==> src/sbtc_defs.vh <==
// constants and register map for the sixteen-bit timer/counter
// Operation
// - count only while counter_run is one; hold count when zero.
// - wide_access_mode one gives buffered 16-bit access; zero gives two byte accesses.
// - osc_clock_status is read-only, one while system clock comes from this oscillator.
// - input_divider_select codes 11,10,01,00 divide count input by 8,4,2,1.
// - low_power_osc_enable starts oscillator; zero shuts inverter and feedback resistor off.
// - external source: ext_sync_bypass one counts unsynchronised, zero synchronised; else ignored.
// - source select zero counts every fourth system clock; one counts external rising edges.
// - while counting, oscillator pins are forced to inputs and read as zero.
// - wide mode: low byte read copies live high byte into high buffer.
// - wide mode: low byte write loads live high byte from buffer simultaneously.
// - high buffer write keeps prescaler; any low byte write clears prescaler.
// - enabled oscillator keeps running in all power-managed modes.
// - count wraps FFFF to 0000, setting overflow flag; enabled flag raises interrupt.
// - compare trigger clears count in timer or sync counter mode; write wins.
`ifndef SBTC_DEFS_VH
`define SBTC_DEFS_VH
`define SBTC_ADDR_CTRL 4'h0
`define SBTC_ADDR_LOW 4'h4
`define SBTC_ADDR_HIGH 4'h8
`define SBTC_ADDR_STAT 4'hc
`define SBTC_ADDR_CLR 5'h10
`define SBTC_ADDR_IEN 5'h14
`define SBTC_CTRL_RST 8'h00
`define SBTC_B_RUN 0
`define SBTC_B_SRC 1
`define SBTC_B_BYP 2
`define SBTC_B_OSC 3
`define SBTC_B_DIV_LO 4
`define SBTC_B_STAT 6
`define SBTC_B_WIDE 7
`define SBTC_INSTR_DIV 2'h3
`define SBTC_RESP_OK 2'h0
`define SBTC_RESP_SLVERR 2'h2
`endif

==> src/sbtc_sync3.v <==
// three-stage synchroniser with agreement filter for one pin
module sbtc_sync3 (
  // clock and reset
  input wire clk_sys_i,
  input wire nrst_i,
  // pin and filtered level
  input wire pin_i,
  output reg level_o
);
  reg s1_reg;
  reg s2_reg;
  reg s3_reg;
  // first stage read only by second
  always @(posedge clk_sys_i or negedge nrst_i) begin
    if (!nrst_i) begin
      s1_reg <= 1'b0;
      s2_reg <= 1'b0;
      s3_reg <= 1'b0;
      level_o <= 1'b0;
    end else begin
      s1_reg <= pin_i;
      s2_reg <= s1_reg;
      s3_reg <= s2_reg;
      if (s2_reg == s3_reg) begin
        level_o <= s3_reg;
      end
    end
  end
endmodule

==> src/sbtc_timer.v <==
// sixteen-bit timer/counter with axi4-lite register access
//
// Added by the designer: the AXI4-Lite interface to the registers and the address map.
`include "sbtc_defs.vh"
module sbtc_timer (
  // clock and reset
  input wire clk_sys_i,
  input wire nrst_i,
  // axi4-lite write address and data
  input wire [4:0] s_axi_awaddr,
  input wire s_axi_awvalid,
  output wire s_axi_awready,
  input wire [31:0] s_axi_wdata,
  input wire [3:0] s_axi_wstrb,
  input wire s_axi_wvalid,
  output wire s_axi_wready,
  // axi4-lite write response
  output reg [1:0] s_axi_bresp,
  output reg s_axi_bvalid,
  input wire s_axi_bready,
  // axi4-lite read
  input wire [4:0] s_axi_araddr,
  input wire s_axi_arvalid,
  output wire s_axi_arready,
  output reg [31:0] s_axi_rdata,
  output reg [1:0] s_axi_rresp,
  output reg s_axi_rvalid,
  input wire s_axi_rready,
  // count sources and system hooks
  input wire ext_count_pin_i,
  input wire osc_in_pin_i,
  input wire sys_clk_from_osc_i,
  input wire compare_trigger_i,
  // oscillator and pin control
  output wire osc_amp_enable_o,
  output wire osc_pins_as_input_o,
  output wire [1:0] osc_pin_read_o,
  // interrupt
  output wire irq_o
);
  reg [7:0] ctrl_reg;
  reg [15:0] count_reg;
  reg [15:0] count_next;
  reg [7:0] high_buffer_reg;
  reg [2:0] presc_reg;
  reg [2:0] presc_next;
  reg [1:0] instr_div_reg;
  reg ext_prev_reg;
  reg overflow_flag_reg;
  reg overflow_irq_enable_reg;
  reg aw_hold_reg;
  reg w_hold_reg;
  reg [4:0] aw_addr_reg;
  reg [31:0] w_data_reg;
  reg [3:0] w_strb_reg;
  wire ext_sync;
  wire counter_run;
  wire count_source_select;
  wire ext_sync_bypass;
  wire low_power_osc_enable;
  wire wide_access_mode;
  wire [1:0] input_divider_select;
  wire ext_raw;
  wire ext_level;
  wire ext_rise;
  wire tick;
  reg presc_done;
  wire wr_fire;
  wire rd_fire;
  wire wr_low;
  wire wr_high;
  wire rd_low;
  wire wr_lane0;
  wire wrap;
  wire trig_clear;

  assign counter_run = ctrl_reg[`SBTC_B_RUN];
  assign count_source_select = ctrl_reg[`SBTC_B_SRC];
  assign ext_sync_bypass = ctrl_reg[`SBTC_B_BYP];
  assign low_power_osc_enable = ctrl_reg[`SBTC_B_OSC];
  assign input_divider_select = ctrl_reg[`SBTC_B_DIV_LO+1:`SBTC_B_DIV_LO];
  assign wide_access_mode = ctrl_reg[`SBTC_B_WIDE];

  // oscillator amplifier runs whenever enabled; it has no power-mode input
  assign osc_amp_enable_o = low_power_osc_enable;
  // pins forced to input while counting and read as zero
  assign osc_pins_as_input_o = counter_run;
  assign osc_pin_read_o = 2'h0;

  // external source: oscillator when enabled, else the count pin
  assign ext_raw = low_power_osc_enable ? osc_in_pin_i : ext_count_pin_i;

  sbtc_sync3 u_ext_sync (
    .clk_sys_i(clk_sys_i),
    .nrst_i(nrst_i),
    .pin_i(ext_raw),
    .level_o(ext_sync)
  );

  // bypass still sampled once: a flop clock domain cannot count truly async
  assign ext_level = ext_sync_bypass ? ext_raw : ext_sync;
  assign ext_rise = ext_level & ~ext_prev_reg;
  // internal tick each fourth system clock
  assign tick = count_source_select ? ext_rise : (instr_div_reg == `SBTC_INSTR_DIV);

  // prescale terminal count per divider code
  always @* begin
    case (input_divider_select)
      2'h0: presc_done = 1'b1;
      2'h1: presc_done = (presc_reg[0] == 1'b1);
      2'h2: presc_done = (presc_reg[1:0] == 2'h3);
      2'h3: presc_done = (presc_reg == 3'h7);
      default: presc_done = 1'b1;
    endcase
  end

  // bus handshake: address and data accepted independently
  assign s_axi_awready = ~aw_hold_reg & ~s_axi_bvalid;
  assign s_axi_wready = ~w_hold_reg & ~s_axi_bvalid;
  assign s_axi_arready = ~s_axi_rvalid;
  assign wr_fire = aw_hold_reg & w_hold_reg;
  assign rd_fire = s_axi_arvalid & s_axi_arready;
  assign wr_lane0 = wr_fire & w_strb_reg[0];
  assign wr_low = wr_lane0 & (aw_addr_reg[4:2] == `SBTC_ADDR_LOW >> 2);
  assign wr_high = wr_lane0 & (aw_addr_reg[4:2] == `SBTC_ADDR_HIGH >> 2);
  assign rd_low = rd_fire & (s_axi_araddr[4:2] == `SBTC_ADDR_LOW >> 2);
  assign wrap = counter_run & tick & presc_done & (count_reg == 16'hffff);
  // reset trigger only meaningful in timer or synchronised counter modes
  assign trig_clear = compare_trigger_i & (~count_source_select | ~ext_sync_bypass);

  // next count and prescaler
  always @* begin
    count_next = count_reg;
    presc_next = presc_reg;
    if (counter_run && tick) begin
      if (presc_done) begin
        presc_next = 3'h0;
        count_next = count_reg + 16'h0001;
      end else begin
        presc_next = presc_reg + 3'h1;
      end
    end
    if (trig_clear) begin
      count_next = 16'h0000;
    end
    // software write beats the compare trigger
    if (wr_low) begin
      presc_next = 3'h0;
      if (wide_access_mode) begin
        count_next = {high_buffer_reg, w_data_reg[7:0]};
      end else begin
        count_next = {count_next[15:8], w_data_reg[7:0]};
      end
    end else if (wr_high && !wide_access_mode) begin
      count_next = {w_data_reg[7:0], count_next[7:0]};
    end
  end

  // counter state
  always @(posedge clk_sys_i or negedge nrst_i) begin
    if (!nrst_i) begin
      count_reg <= 16'h0000;
      presc_reg <= 3'h0;
      instr_div_reg <= 2'h0;
      ext_prev_reg <= 1'b0;
    end else begin
      count_reg <= count_next;
      presc_reg <= presc_next;
      instr_div_reg <= instr_div_reg + 2'h1;
      ext_prev_reg <= ext_level;
    end
  end

  // registers, high buffer and overflow status
  always @(posedge clk_sys_i or negedge nrst_i) begin
    if (!nrst_i) begin
      ctrl_reg <= `SBTC_CTRL_RST;
      high_buffer_reg <= 8'h00;
      overflow_flag_reg <= 1'b0;
      overflow_irq_enable_reg <= 1'b0;
    end else begin
      if (wr_lane0 && aw_addr_reg == `SBTC_ADDR_CTRL) begin
        // status bit is not writable
        ctrl_reg <= {w_data_reg[7], 1'b0, w_data_reg[5:0]};
      end
      if (wr_high && wide_access_mode) begin
        high_buffer_reg <= w_data_reg[7:0];
      end else if (rd_low && wide_access_mode) begin
        high_buffer_reg <= count_reg[15:8];
      end
      if (wr_lane0 && aw_addr_reg == `SBTC_ADDR_IEN) begin
        overflow_irq_enable_reg <= w_data_reg[0];
      end
      // set wins over a coinciding clear
      if (wrap) begin
        overflow_flag_reg <= 1'b1;
      end else if (wr_lane0 && aw_addr_reg == `SBTC_ADDR_CLR && w_data_reg[0]) begin
        overflow_flag_reg <= 1'b0;
      end
    end
  end

  assign irq_o = overflow_flag_reg & overflow_irq_enable_reg;

  // write channel capture and response
  always @(posedge clk_sys_i or negedge nrst_i) begin
    if (!nrst_i) begin
      aw_hold_reg <= 1'b0;
      w_hold_reg <= 1'b0;
      aw_addr_reg <= 5'h00;
      w_data_reg <= 32'h00000000;
      w_strb_reg <= 4'h0;
      s_axi_bvalid <= 1'b0;
      s_axi_bresp <= `SBTC_RESP_OK;
    end else begin
      if (s_axi_awvalid && s_axi_awready) begin
        aw_hold_reg <= 1'b1;
        aw_addr_reg <= s_axi_awaddr;
      end
      if (s_axi_wvalid && s_axi_wready) begin
        w_hold_reg <= 1'b1;
        w_data_reg <= s_axi_wdata;
        w_strb_reg <= s_axi_wstrb;
      end
      if (wr_fire) begin
        aw_hold_reg <= 1'b0;
        w_hold_reg <= 1'b0;
        s_axi_bvalid <= 1'b1;
        s_axi_bresp <= (aw_addr_reg[1:0] != 2'h0 || aw_addr_reg > `SBTC_ADDR_IEN) ?
          `SBTC_RESP_SLVERR : `SBTC_RESP_OK;
      end else if (s_axi_bready) begin
        s_axi_bvalid <= 1'b0;
      end
    end
  end

  // read data path; status bit reflects the system clock source live
  always @(posedge clk_sys_i or negedge nrst_i) begin
    if (!nrst_i) begin
      s_axi_rvalid <= 1'b0;
      s_axi_rdata <= 32'h00000000;
      s_axi_rresp <= `SBTC_RESP_OK;
    end else if (rd_fire) begin
      s_axi_rvalid <= 1'b1;
      s_axi_rresp <= `SBTC_RESP_OK;
      case (s_axi_araddr)
        `SBTC_ADDR_CTRL: s_axi_rdata <= {24'h0, ctrl_reg[7], sys_clk_from_osc_i,
                                         ctrl_reg[5:0]};
        `SBTC_ADDR_LOW: s_axi_rdata <= {24'h0, count_reg[7:0]};
        `SBTC_ADDR_HIGH: s_axi_rdata <= {24'h0, wide_access_mode ? high_buffer_reg :
                                         count_reg[15:8]};
        `SBTC_ADDR_STAT: s_axi_rdata <= {31'h0, overflow_flag_reg};
        `SBTC_ADDR_CLR: s_axi_rdata <= 32'h00000000;
        `SBTC_ADDR_IEN: s_axi_rdata <= {31'h0, overflow_irq_enable_reg};
        default: begin
          s_axi_rdata <= 32'h00000000;
          s_axi_rresp <= `SBTC_RESP_SLVERR;
        end
      endcase
    end else if (s_axi_rready) begin
      s_axi_rvalid <= 1'b0;
    end
  end
endmodule

==> config.mk <==
export PLATFORM = sky130hd
export DESIGN_NAME = sbtc_timer
export DESIGN_NICKNAME = d
export VERILOG_FILES = /design/src/sbtc_sync3.v /design/src/sbtc_timer.v
export VERILOG_INCLUDE_DIRS = /design/src
export SDC_FILE = /design/constraint.sdc
export NUM_CORES = 1
export LEC_CHECK = 0
export BUFFER_PORTS_ARGS = -buffer_cell sky130_fd_sc_hd__clkbuf_2
export CAP_MARGIN = 20
export CORE_UTILIZATION = 35
export DETAILED_ROUTE_END_ITERATION = 6
export MAX_ROUTING_LAYER = met4
export PLACE_DENSITY = 0.55
export SYNTH_ARGS = -nofsm -noshare
export SYNTH_HDL_FRONTEND = slang
export SYNTH_SLANG_ARGS = --single-unit
==> constraint.sdc <==
create_clock -name clk_sys_i -period 4.7 [get_ports clk_sys_i]
set_input_delay 0.94 -clock clk_sys_i [delete_from_list [all_inputs] [get_ports clk_sys_i]]
set_output_delay 0.94 -clock clk_sys_i [all_outputs]
set_load 0.05 [all_outputs]
After elaboration in Yosys (flattened, before gate mapping) --
Cells that the tools add are included.
Word-level totals: output and inout bits 46, flip-flop bits (word level) 97, input bits 57, word-level logic and storage cells 119
Cells by class: multiplexer cells 29, $lt $le $gt $ge 1, eq/ne operators 18, bitwise gates (word level) 22, $add $sub $neg 3, reduce and logical (&&, ||, !) cells 24
Operator list (count):
- 16-bit two-way mux | 6
- 8-bit one-hot mux with 5 select lines | 1
- 8-bit two-way mux | 3
- 5-bit equality test (second input constant) | 4
- 16-bit by 1-bit adder with 16-bit output (second input constant) | 1
- 16-bit equality test (second input constant) | 1
- 2-bit nonzero test | 8
- 1-bit bitwise AND | 14
- 1-bit two-way mux | 13
- 5-bit by 4-bit equality test with 1-bit output (second input constant) | 2
- 1-bit logical AND | 10
- 5-bit logical NOT | 2
- 3-bit two-way mux | 3
- 2-bit equality test (second input constant) | 4
- 1-bit inverter | 7
- 3-bit by 1-bit equality test with 1-bit output (second input constant) | 2
- 6-bit OR reduction | 1
- 5-bit by 3-bit equality test with 1-bit output (second input constant) | 1
- 5-bit > comparator (second input constant) | 1
- 2-bit two-way mux | 2
- 1-bit one-hot mux with 4 select lines | 1
- 3-bit by 1-bit adder with 3-bit output (second input constant) | 1
- 3-bit by 2-bit equality test with 1-bit output (second input constant) | 1
- 3-bit equality test (second input constant) | 1
- other kinds (7) | 7

Longest topological paths before layout --
Gate-level depths: netlist (run 1).
word-level depth 9, depth in mapped cells 8, depth with buffers taken out 7

Hierarchy --
Synthesis (run 1) repeated with hierarchy kept, for this count alone.
Second synthesis, totals: cell total of the unflattened synthesis 413, area, all modules 3997.6 um^2
Modules (own cells, without submodules):
- sbtc_timer | sequential area each 1676.6 um^2, cells an instance 408, times used 1, area an instance 3886.2 um^2
- sbtc_sync3 | sequential area each 100.1 um^2, cells an instance 5, times used 1, area an instance 111.4 um^2

Worst setup path before layout (run 1) --
Ideal clock, no wire load.
path kind input-to-reg, from in osc_in_pin_i, to reg count_reg[5], stages on the path 5, data arrival time 2.309 ns, required time 4.579 ns, slack 2.270 ns, buffers on the path 0, library setup time 0.121 ns, cell sequence mux2i_1 o311a_1 or4_1 xnor2_1 a22o_1
Between the ends: word-level cells in the longest chain between the ends 9
RTL lines:
- start, declared | RTL line sbtc_timer.v:31 | input wire osc_in_pin_i,
- 1-bit two-way mux | RTL line sbtc_timer.v:91 | assign ext_raw = low_power_osc_enable ? osc_in_pin_i : ext_count_pin_i;
- 1-bit two-way mux | RTL line sbtc_timer.v:101 | assign ext_level = ext_sync_bypass ? ext_raw : ext_sync;
- 1-bit bitwise AND | RTL line sbtc_timer.v:102 | assign ext_rise = ext_level & ~ext_prev_reg;
- 1-bit two-way mux | RTL line sbtc_timer.v:104 | assign tick = count_source_select ? ext_rise : (instr_div_reg == `SBTC_INSTR_DIV);
- 1-bit logical AND | RTL line sbtc_timer.v:135 | if (counter_run && tick) begin
- 16-bit two-way mux | RTL line sbtc_timer.v:135
- 16-bit two-way mux | RTL line sbtc_timer.v:143 | if (trig_clear) begin
- 16-bit two-way mux | RTL line sbtc_timer.v:154 | end else if (wr_high && !wide_access_mode) begin
- 16-bit two-way mux | RTL line sbtc_timer.v:147 | if (wr_low) begin
- end signal, assigned | RTL line sbtc_timer.v:167 | count_reg <= count_next;
- end, declared | RTL line sbtc_timer.v:42 | reg [15:0] count_reg;
No other way between the ends. A chain may end at the register's enable or synchronous reset.

Worst setup path after layout (run 1) --
from in s_axi_araddr[3], to reg high_buffer_reg[7]
Between the ends: word-level cells in the longest chain between the ends 4
RTL lines:
- start, declared | RTL line sbtc_timer.v:22 | input wire [4:0] s_axi_araddr,
- 3-bit by 1-bit equality test with 1-bit output | RTL line sbtc_timer.v:126 | assign rd_low = rd_fire & (s_axi_araddr[4:2] == `SBTC_ADDR_LOW >> 2);
- 1-bit bitwise AND | RTL line sbtc_timer.v:126
- 1-bit logical AND | RTL line sbtc_timer.v:188 | end else if (rd_low && wide_access_mode) begin
- 2-bit nonzero test (no source line)
- end signal, assigned | RTL line sbtc_timer.v:187 | high_buffer_reg <= w_data_reg[7:0];
- end signal, assigned | RTL line sbtc_timer.v:189 | high_buffer_reg <= count_reg[15:8];
- end, declared | RTL line sbtc_timer.v:44 | reg [7:0] high_buffer_reg;
No other way between the ends.

==> flow_metrics.tcl, run 1 <==
set metrics [dict create \
    grt_pass1_wl_microns 16040 \
    die_x_microns 109.6 \
    synth_top_cell_by_area "dfrtp_1" \
    cts_tree "done" \
    drt_first_pass_iters 5 \
    worst_ep_arrival_time_ns 2.98 \
    maxSlewViolCount 0 \
    antenna_left 0 \
    cts_hold_buf 0 \
    antenna_found_initial 0 \
    cts_buffer_depth 2 \
    run_status "finished clean" \
    clock_skew_ns 0.009649 \
    yosysWarnings 0 \
    gp_congestion 0.8397 \
    clkLatencyLatePin_ns 0.34 \
    r2r_start "aw_addr_reg[4]$_DFFE_PN0P_" \
    stdcell_area_sq_um 4573 \
    coreArea_sq_um 11080 \
    ff2ff_setup_slack_ns 2.05 \
    p_per_area_nw_per_um2 552.1 \
    hold_path_class "reg -> reg" \
    setup_viol 0 \
    overflow 0 \
    pre_cts_slack_ns 1.567 \
    nets 516 \
    maxCapViolations 0 \
    endpoint_kind "flip-flop" \
    required_ns 4.89 \
    p_leak_uw 0.001995 \
    largest_reg_flops 16 \
    synth_cells 421 \
    drt_iter0_drc 265 \
    fmax_mhz 359.0 \
    grt_usage_pct 18.42 \
    numCtsBuffers 9 \
    routed_via_density 5.392 \
    synthFlopType "dfrtp_1" \
    path_clk_slew_ns 0.06 \
    fin_util_pct 41.28 \
    numPortBuffers 47 \
    period_minus_slack_ns 2.786 \
    setup-tns-final_ns 0 \
    yosys.area.top_type_share_pct 43.84 \
    die_area_sq_um 12010 \
    ctsResizeCount 0 \
    root_buffer "clkbuf_16" \
    num_vias 3235 \
    num_rows 38 \
    timing.final.ws_setup_ns 1.914 \
    layout-drive-gt1-share_pct 21.09 \
    dp_hpwl_microns 7046 \
    timing.rr.end "count_reg[6]$_DFFE_PN0P_" \
    power_uw 2525 \
    hold_viol 0 \
    critPathCapture "high_buffer_reg[7]$_DFFE_PN0P_" \
    routedWlPerCell_microns 16.56 \
    drc 0 \
    start_util_pct 36.58 \
    final_common_cell "dfrtp_1" \
    syn_area_per_cell_sq_um 9.626 \
    postRouteWirelength_microns 9937 \
    synth_edf_count 0 \
    yosysUniqueCellTypes 56 \
    clock_sinks 71 \
    grt_max_degree 45 \
    cts_setup_buffers 0 \
    criticalPathCategory "in -> reg" \
    placed_cell_area_sq_um 4267 \
    first_global_vias 2969 \
    slew-limit-headroom_pct 33.53 \
    syn2layout_area_growth_pct 12.84 \
    die_h_microns 109.6 \
    synth-seq-cells 71 \
    diodes 0 \
    layout_common_cells "dfrtp_1 (71), clkbuf_2 (46), nand2_1 (45)" \
    seq_area_frac_synth_pct 43.84 \
    worstPathMaxFanout 19 \
    worstSetupStartpointType "primary input" \
    syn_area_sq_um 4053 \
    async_flop_share_pct 100.0 \
    rsz0062_at_grt "no" \
    tightest_slew_ns 0.9971 \
    synth_area_leaders "dfrtp_1 (44%), mux2_2 (6.7%), buf_4 (5.2%)" \
    peakVddDrop_v 0.0002948 \
    ios 103 \
    post-route-period-util_pct 59.27 \
    reg2reg_depth 5 \
    htree_levels 3 \
    crit_path_start "s_axi_araddr[3]" \
]
## cells by family (layout without fill, tap and decap cells)
family / count (synthesis) / count (layout) / synth area share (%)
buffers and inverters: 63 / 75 / 8.737
adder cells (fa/ha/maj): 5 / 5 / 1.482
multiplexers: 41 / 41 / 10.87
AND/OR/NAND/NOR: 130 / 130 / 17.01
XOR/XNOR: 10 / 10 / 2.161
flip-flops: 71 / 71 / 43.84
other: 1 / 28 / 0.09253
AO/OA/AOI/OAI: 100 / 100 / 15.81
## layout make-up
type / instances / area (sq um)
tap: 140 / 175.2
clock inverter: 6 / 67.56
inverter: 10 / 37.54
fill: 1089 / 6505
multi-input combinational: 314 / 2027
clock buffer: 10 / 239.0
sequential: 71 / 1777
timing repair buffer: 49 / 250.2
## worst min path at each step
stage                     slack [ns]                   startpoint                           to  depth (start not counted)
after floorplan                 0.33  u_ext_sync.s1_reg$_DFF_PN0_  u_ext_sync.s2_reg$_DFF_PN0_                          0
after global placement          0.33  u_ext_sync.s1_reg$_DFF_PN0_  u_ext_sync.s2_reg$_DFF_PN0_                          0
after detailed placement        0.34  u_ext_sync.s1_reg$_DFF_PN0_  u_ext_sync.s2_reg$_DFF_PN0_                          0
after CTS                       0.34  u_ext_sync.s1_reg$_DFF_PN0_  u_ext_sync.s2_reg$_DFF_PN0_                          0
after global routing            0.35  u_ext_sync.s1_reg$_DFF_PN0_  u_ext_sync.s2_reg$_DFF_PN0_                          0
final                           0.34  u_ext_sync.s1_reg$_DFF_PN0_  u_ext_sync.s2_reg$_DFF_PN0_                          0
## worst max-delay path, stage by stage
cell	delay [ns]
clkbuf_2	0.27
nor2b_1	0.54
nand4b_1	0.77
mux2i_1	0.35
o21ai_0	0.10
## metal layers
layer	vias up	global-route usage (%)	wire, microns	share of wire, %
met1	1572	24.66	4699	47
met2	120	27.72	4567	46
met4	0	5.333	131	1.3
met5	-	-	0	0
met3	12	4.386	537	5.4
li1	1531	-	-	-
## cells in the mapped netlist (all sizes together), types with 6 or more instances
| master | n |
|---|---|
| nand2 | 45 |
| nor2 | 19 |
| clkbuf | 18 |
| inv | 10 |
| a31oi | 6 |
| buf | 35 |
| mux2 | 24 |
| mux2i | 17 |
| o21ai | 29 |
| nor2b | 6 |
| a211oi | 9 |
| a21oi | 28 |
| nand3 | 12 |
| nand4 | 7 |
| dfrtp | 71 |
## per-stage QoR
step | hold WS, ns | instances
after detailed placement | 0.3371 | 584
after global routing | 0.3537 | 600
after CTS | 0.3434 | 600
after floorplan | 0.3312 | 448
final | 0.3414 | 600
after global placement | 0.3343 | 584
## where the power goes
part	leakage [uW]	switching [uW]	total, uW	internal (uW)
clock network	0.000145	271	698	427
registers	0.000883	260	1030	774
logic	0.000966	490	793	303
total	0.00199	1020	2520	1500
(Power assumes the default switching activity.)
==> run 2, diff against run 1 <==
Clock period 4.7 ns to 2.9 ns, I/O delays scaled along.
==> run 2 against run 1 <==
Effect of this change: count of clock-buffer cells in the layout did not move; sequential power rose by 59%; clock skew fell by 0.0040 ns; first-iteration DRC count fell by 29%; global-route usage rose by 0.67 points; register-to-register slack got worse by 1.5 ns; die area did not move; worst hold slack got worse by 0.017 ns; final area rose by 1.5%; clock power rose by 56%; non-clock buffer count rose by 10; core utilization rose by 0.61 points; critical path type is now reg -> reg; highest routed layer unchanged.
==> flow_metrics.tcl, run 2 (synthesized netlist as in run 1, its figures left out) <==
set metrics [dict create \
    endpoint_kind "flip-flop" \
    gp_congestion 0.8451 \
    largest_reg_flops 16 \
    criticalPathCategory "reg -> reg" \
    final_common_cell "dfrtp_1" \
    reg2reg_depth 7 \
    run_status "finished clean" \
    coreArea_sq_um 11080 \
    p_leak_uw 0.002048 \
    cts_tree "done" \
    clkLatencyLatePin_ns 0.33 \
    setup-tns-final_ns 0 \
    r2r_start "presc_reg[0]$_DFFE_PN0P_" \
    routed_via_density 5.307 \
    overflow 0 \
    maxCapViolations 0 \
    worstPathMaxFanout 7 \
    clock_sinks 71 \
    tightest_slew_ns 0.7810 \
    layout_common_cells "dfrtp_1 (71), clkbuf_2 (46), nand2_1 (45)" \
    dp_hpwl_microns 7306 \
    path_clk_slew_ns 0.06 \
    diodes 0 \
    fillers 1100 \
    numCtsBuffers 9 \
    start_util_pct 36.58 \
    timing.rr.end "count_reg[8]$_DFF_PN0_" \
    die_x_microns 109.6 \
    rsz0062_at_grt "no" \
    hold_viol 0 \
    setup_viol 0 \
    slew-limit-headroom_pct 47.93 \
    peakVddDrop_v 0.0004589 \
    root_buffer "clkbuf_16" \
    antenna_found_initial 0 \
    grt_max_degree 43 \
    die_area_sq_um 12010 \
    grt_usage_pct 19.10 \
    p_per_area_nw_per_um2 885.8 \
    num_rows 38 \
    grt_pass1_wl_microns 16500 \
    worst_ep_arrival_time_ns 2.56 \
    num_vias 3237 \
    first_global_vias 3117 \
    multi_input_area_sq_um 2023 \
    numPortBuffers 47 \
    maxSlewViolCount 0 \
    nets 526 \
    htree_levels 3 \
    layout-drive-gt1-share_pct 22.34 \
    holdWs_ns 0.3245 \
    ctsResizeCount 0 \
    post-route-period-util_pct 79.88 \
    regArea_sq_um 1777 \
    ff2ff_setup_slack_ns 0.58 \
    drt_iter0_drc 187 \
    drt_first_pass_iters 5 \
    syn2layout_area_growth_pct 14.51 \
    postRouteWirelength_microns 10150 \
    worstSetupStartpointType "flip-flop" \
    cts_buffer_depth 2 \
    antenna_left 0 \
    cts_hold_buf 0 \
    routedWlPerCell_microns 16.64 \
    ios 103 \
    drc 0 \
    die_h_microns 109.6 \
    fmax_mhz 431.7 \
    cts_setup_buffers 0 \
    period_minus_slack_ns 2.317 \
    clock_skew_ns 0.005666 \
    required_ns 3.14 \
    hold_path_class "in -> async" \
]
==> run 2: cell count changes in the layout (fill, tap and decap cells not counted) <==
cell | previous run | this run
clkbuf_8 | 1 | 0
clkbuf_1 | 0 | 1
clkinv_2 | 1 | 3
buf_4 | 2 | 11
buf_12 | 0 | 1
a21oi_2 | 1 | 0
inv_6 | 1 | 0
clkinvlp_4 | 2 | 1
a21oi_1 | 27 | 28
==> run 2: worst max path at each step <==
stage / startpoint / to / slack [ns] / cells past startpoint
floorplan: s_axi_bvalid$_DFFE_PN0P_ / w_data_reg[0]$_DFFE_PN0P_ / 0.55 / 4
global placement: osc_in_pin_i / count_reg[5]$_DFFE_PN0P_ / 0.63 / 6
detailed placement: osc_in_pin_i / count_reg[3]$_DFFE_PN0P_ / 0.63 / 6
CTS: presc_reg[0]$_DFFE_PN0P_ / count_reg[8]$_DFF_PN0_ / 0.61 / 7
global route: presc_reg[0]$_DFFE_PN0P_ / count_reg[8]$_DFF_PN0_ / 0.46 / 7
finish: presc_reg[0]$_DFFE_PN0P_ / count_reg[8]$_DFF_PN0_ / 0.58 / 7
==> run 2: worst max-delay path, stage by stage, from the launching register on <==
cell and delay, ns:
dfrtp_1 0.41, ha_1 0.23, ha_1 0.18, mux2_2 0.27, o211ai_1 0.53, or3_1 0.26, xor2_1 0.09, a221oi_2 0.25
==> run 2: through the flow <==
step | setup slack, ns | util [%] | area (sq um) | std cells | total power (uW)
after CTS | 0.6076 | 41.89 | 4641 | 610 | 4139
after floorplan | 0.5542 | - | 4154 | 448 | 2611
after global routing | 0.4554 | 41.89 | 4641 | 610 | 4356
after global placement | 0.6312 | 39.27 | 4350 | 594 | 3002
after detailed placement | 0.6258 | 39.27 | 4350 | 594 | 3034
final | 0.5834 | 41.89 | 4641 | 610 | 4111
==> run 2: layout make-up <==
| cell class | count | area share, % |
|---|---|---|
| Inverter | 10 | 0.8088 |
| Clock buffer | 10 | 4.934 |
| Clock inverter | 6 | 1.321 |
| Multi-Input combinational cell | 314 | 43.60 |
| Tap cell | 140 | 3.775 |
| Timing Repair Buffer | 59 | 7.280 |
| Sequential cell | 71 | 38.29 |
==> run 2: per-layer routing <==
| layer | up-vias | track usage [%] | wire (microns) |
|---|---|---|---|
| met2 | 106 | 30.41 | 4828 |
| met4 | 0 | 5.905 | 85 |
| met5 | - | - | 0 |
| li1 | 1552 | - | - |
| met1 | 1569 | 24.65 | 4727 |
| met3 | 10 | 3.557 | 511 |
==> run 2: power breakdown <==
group | internal [uW] | switching (uW)
clock | 663 | 428
combinational | 531 | 847
sequential | 1260 | 387
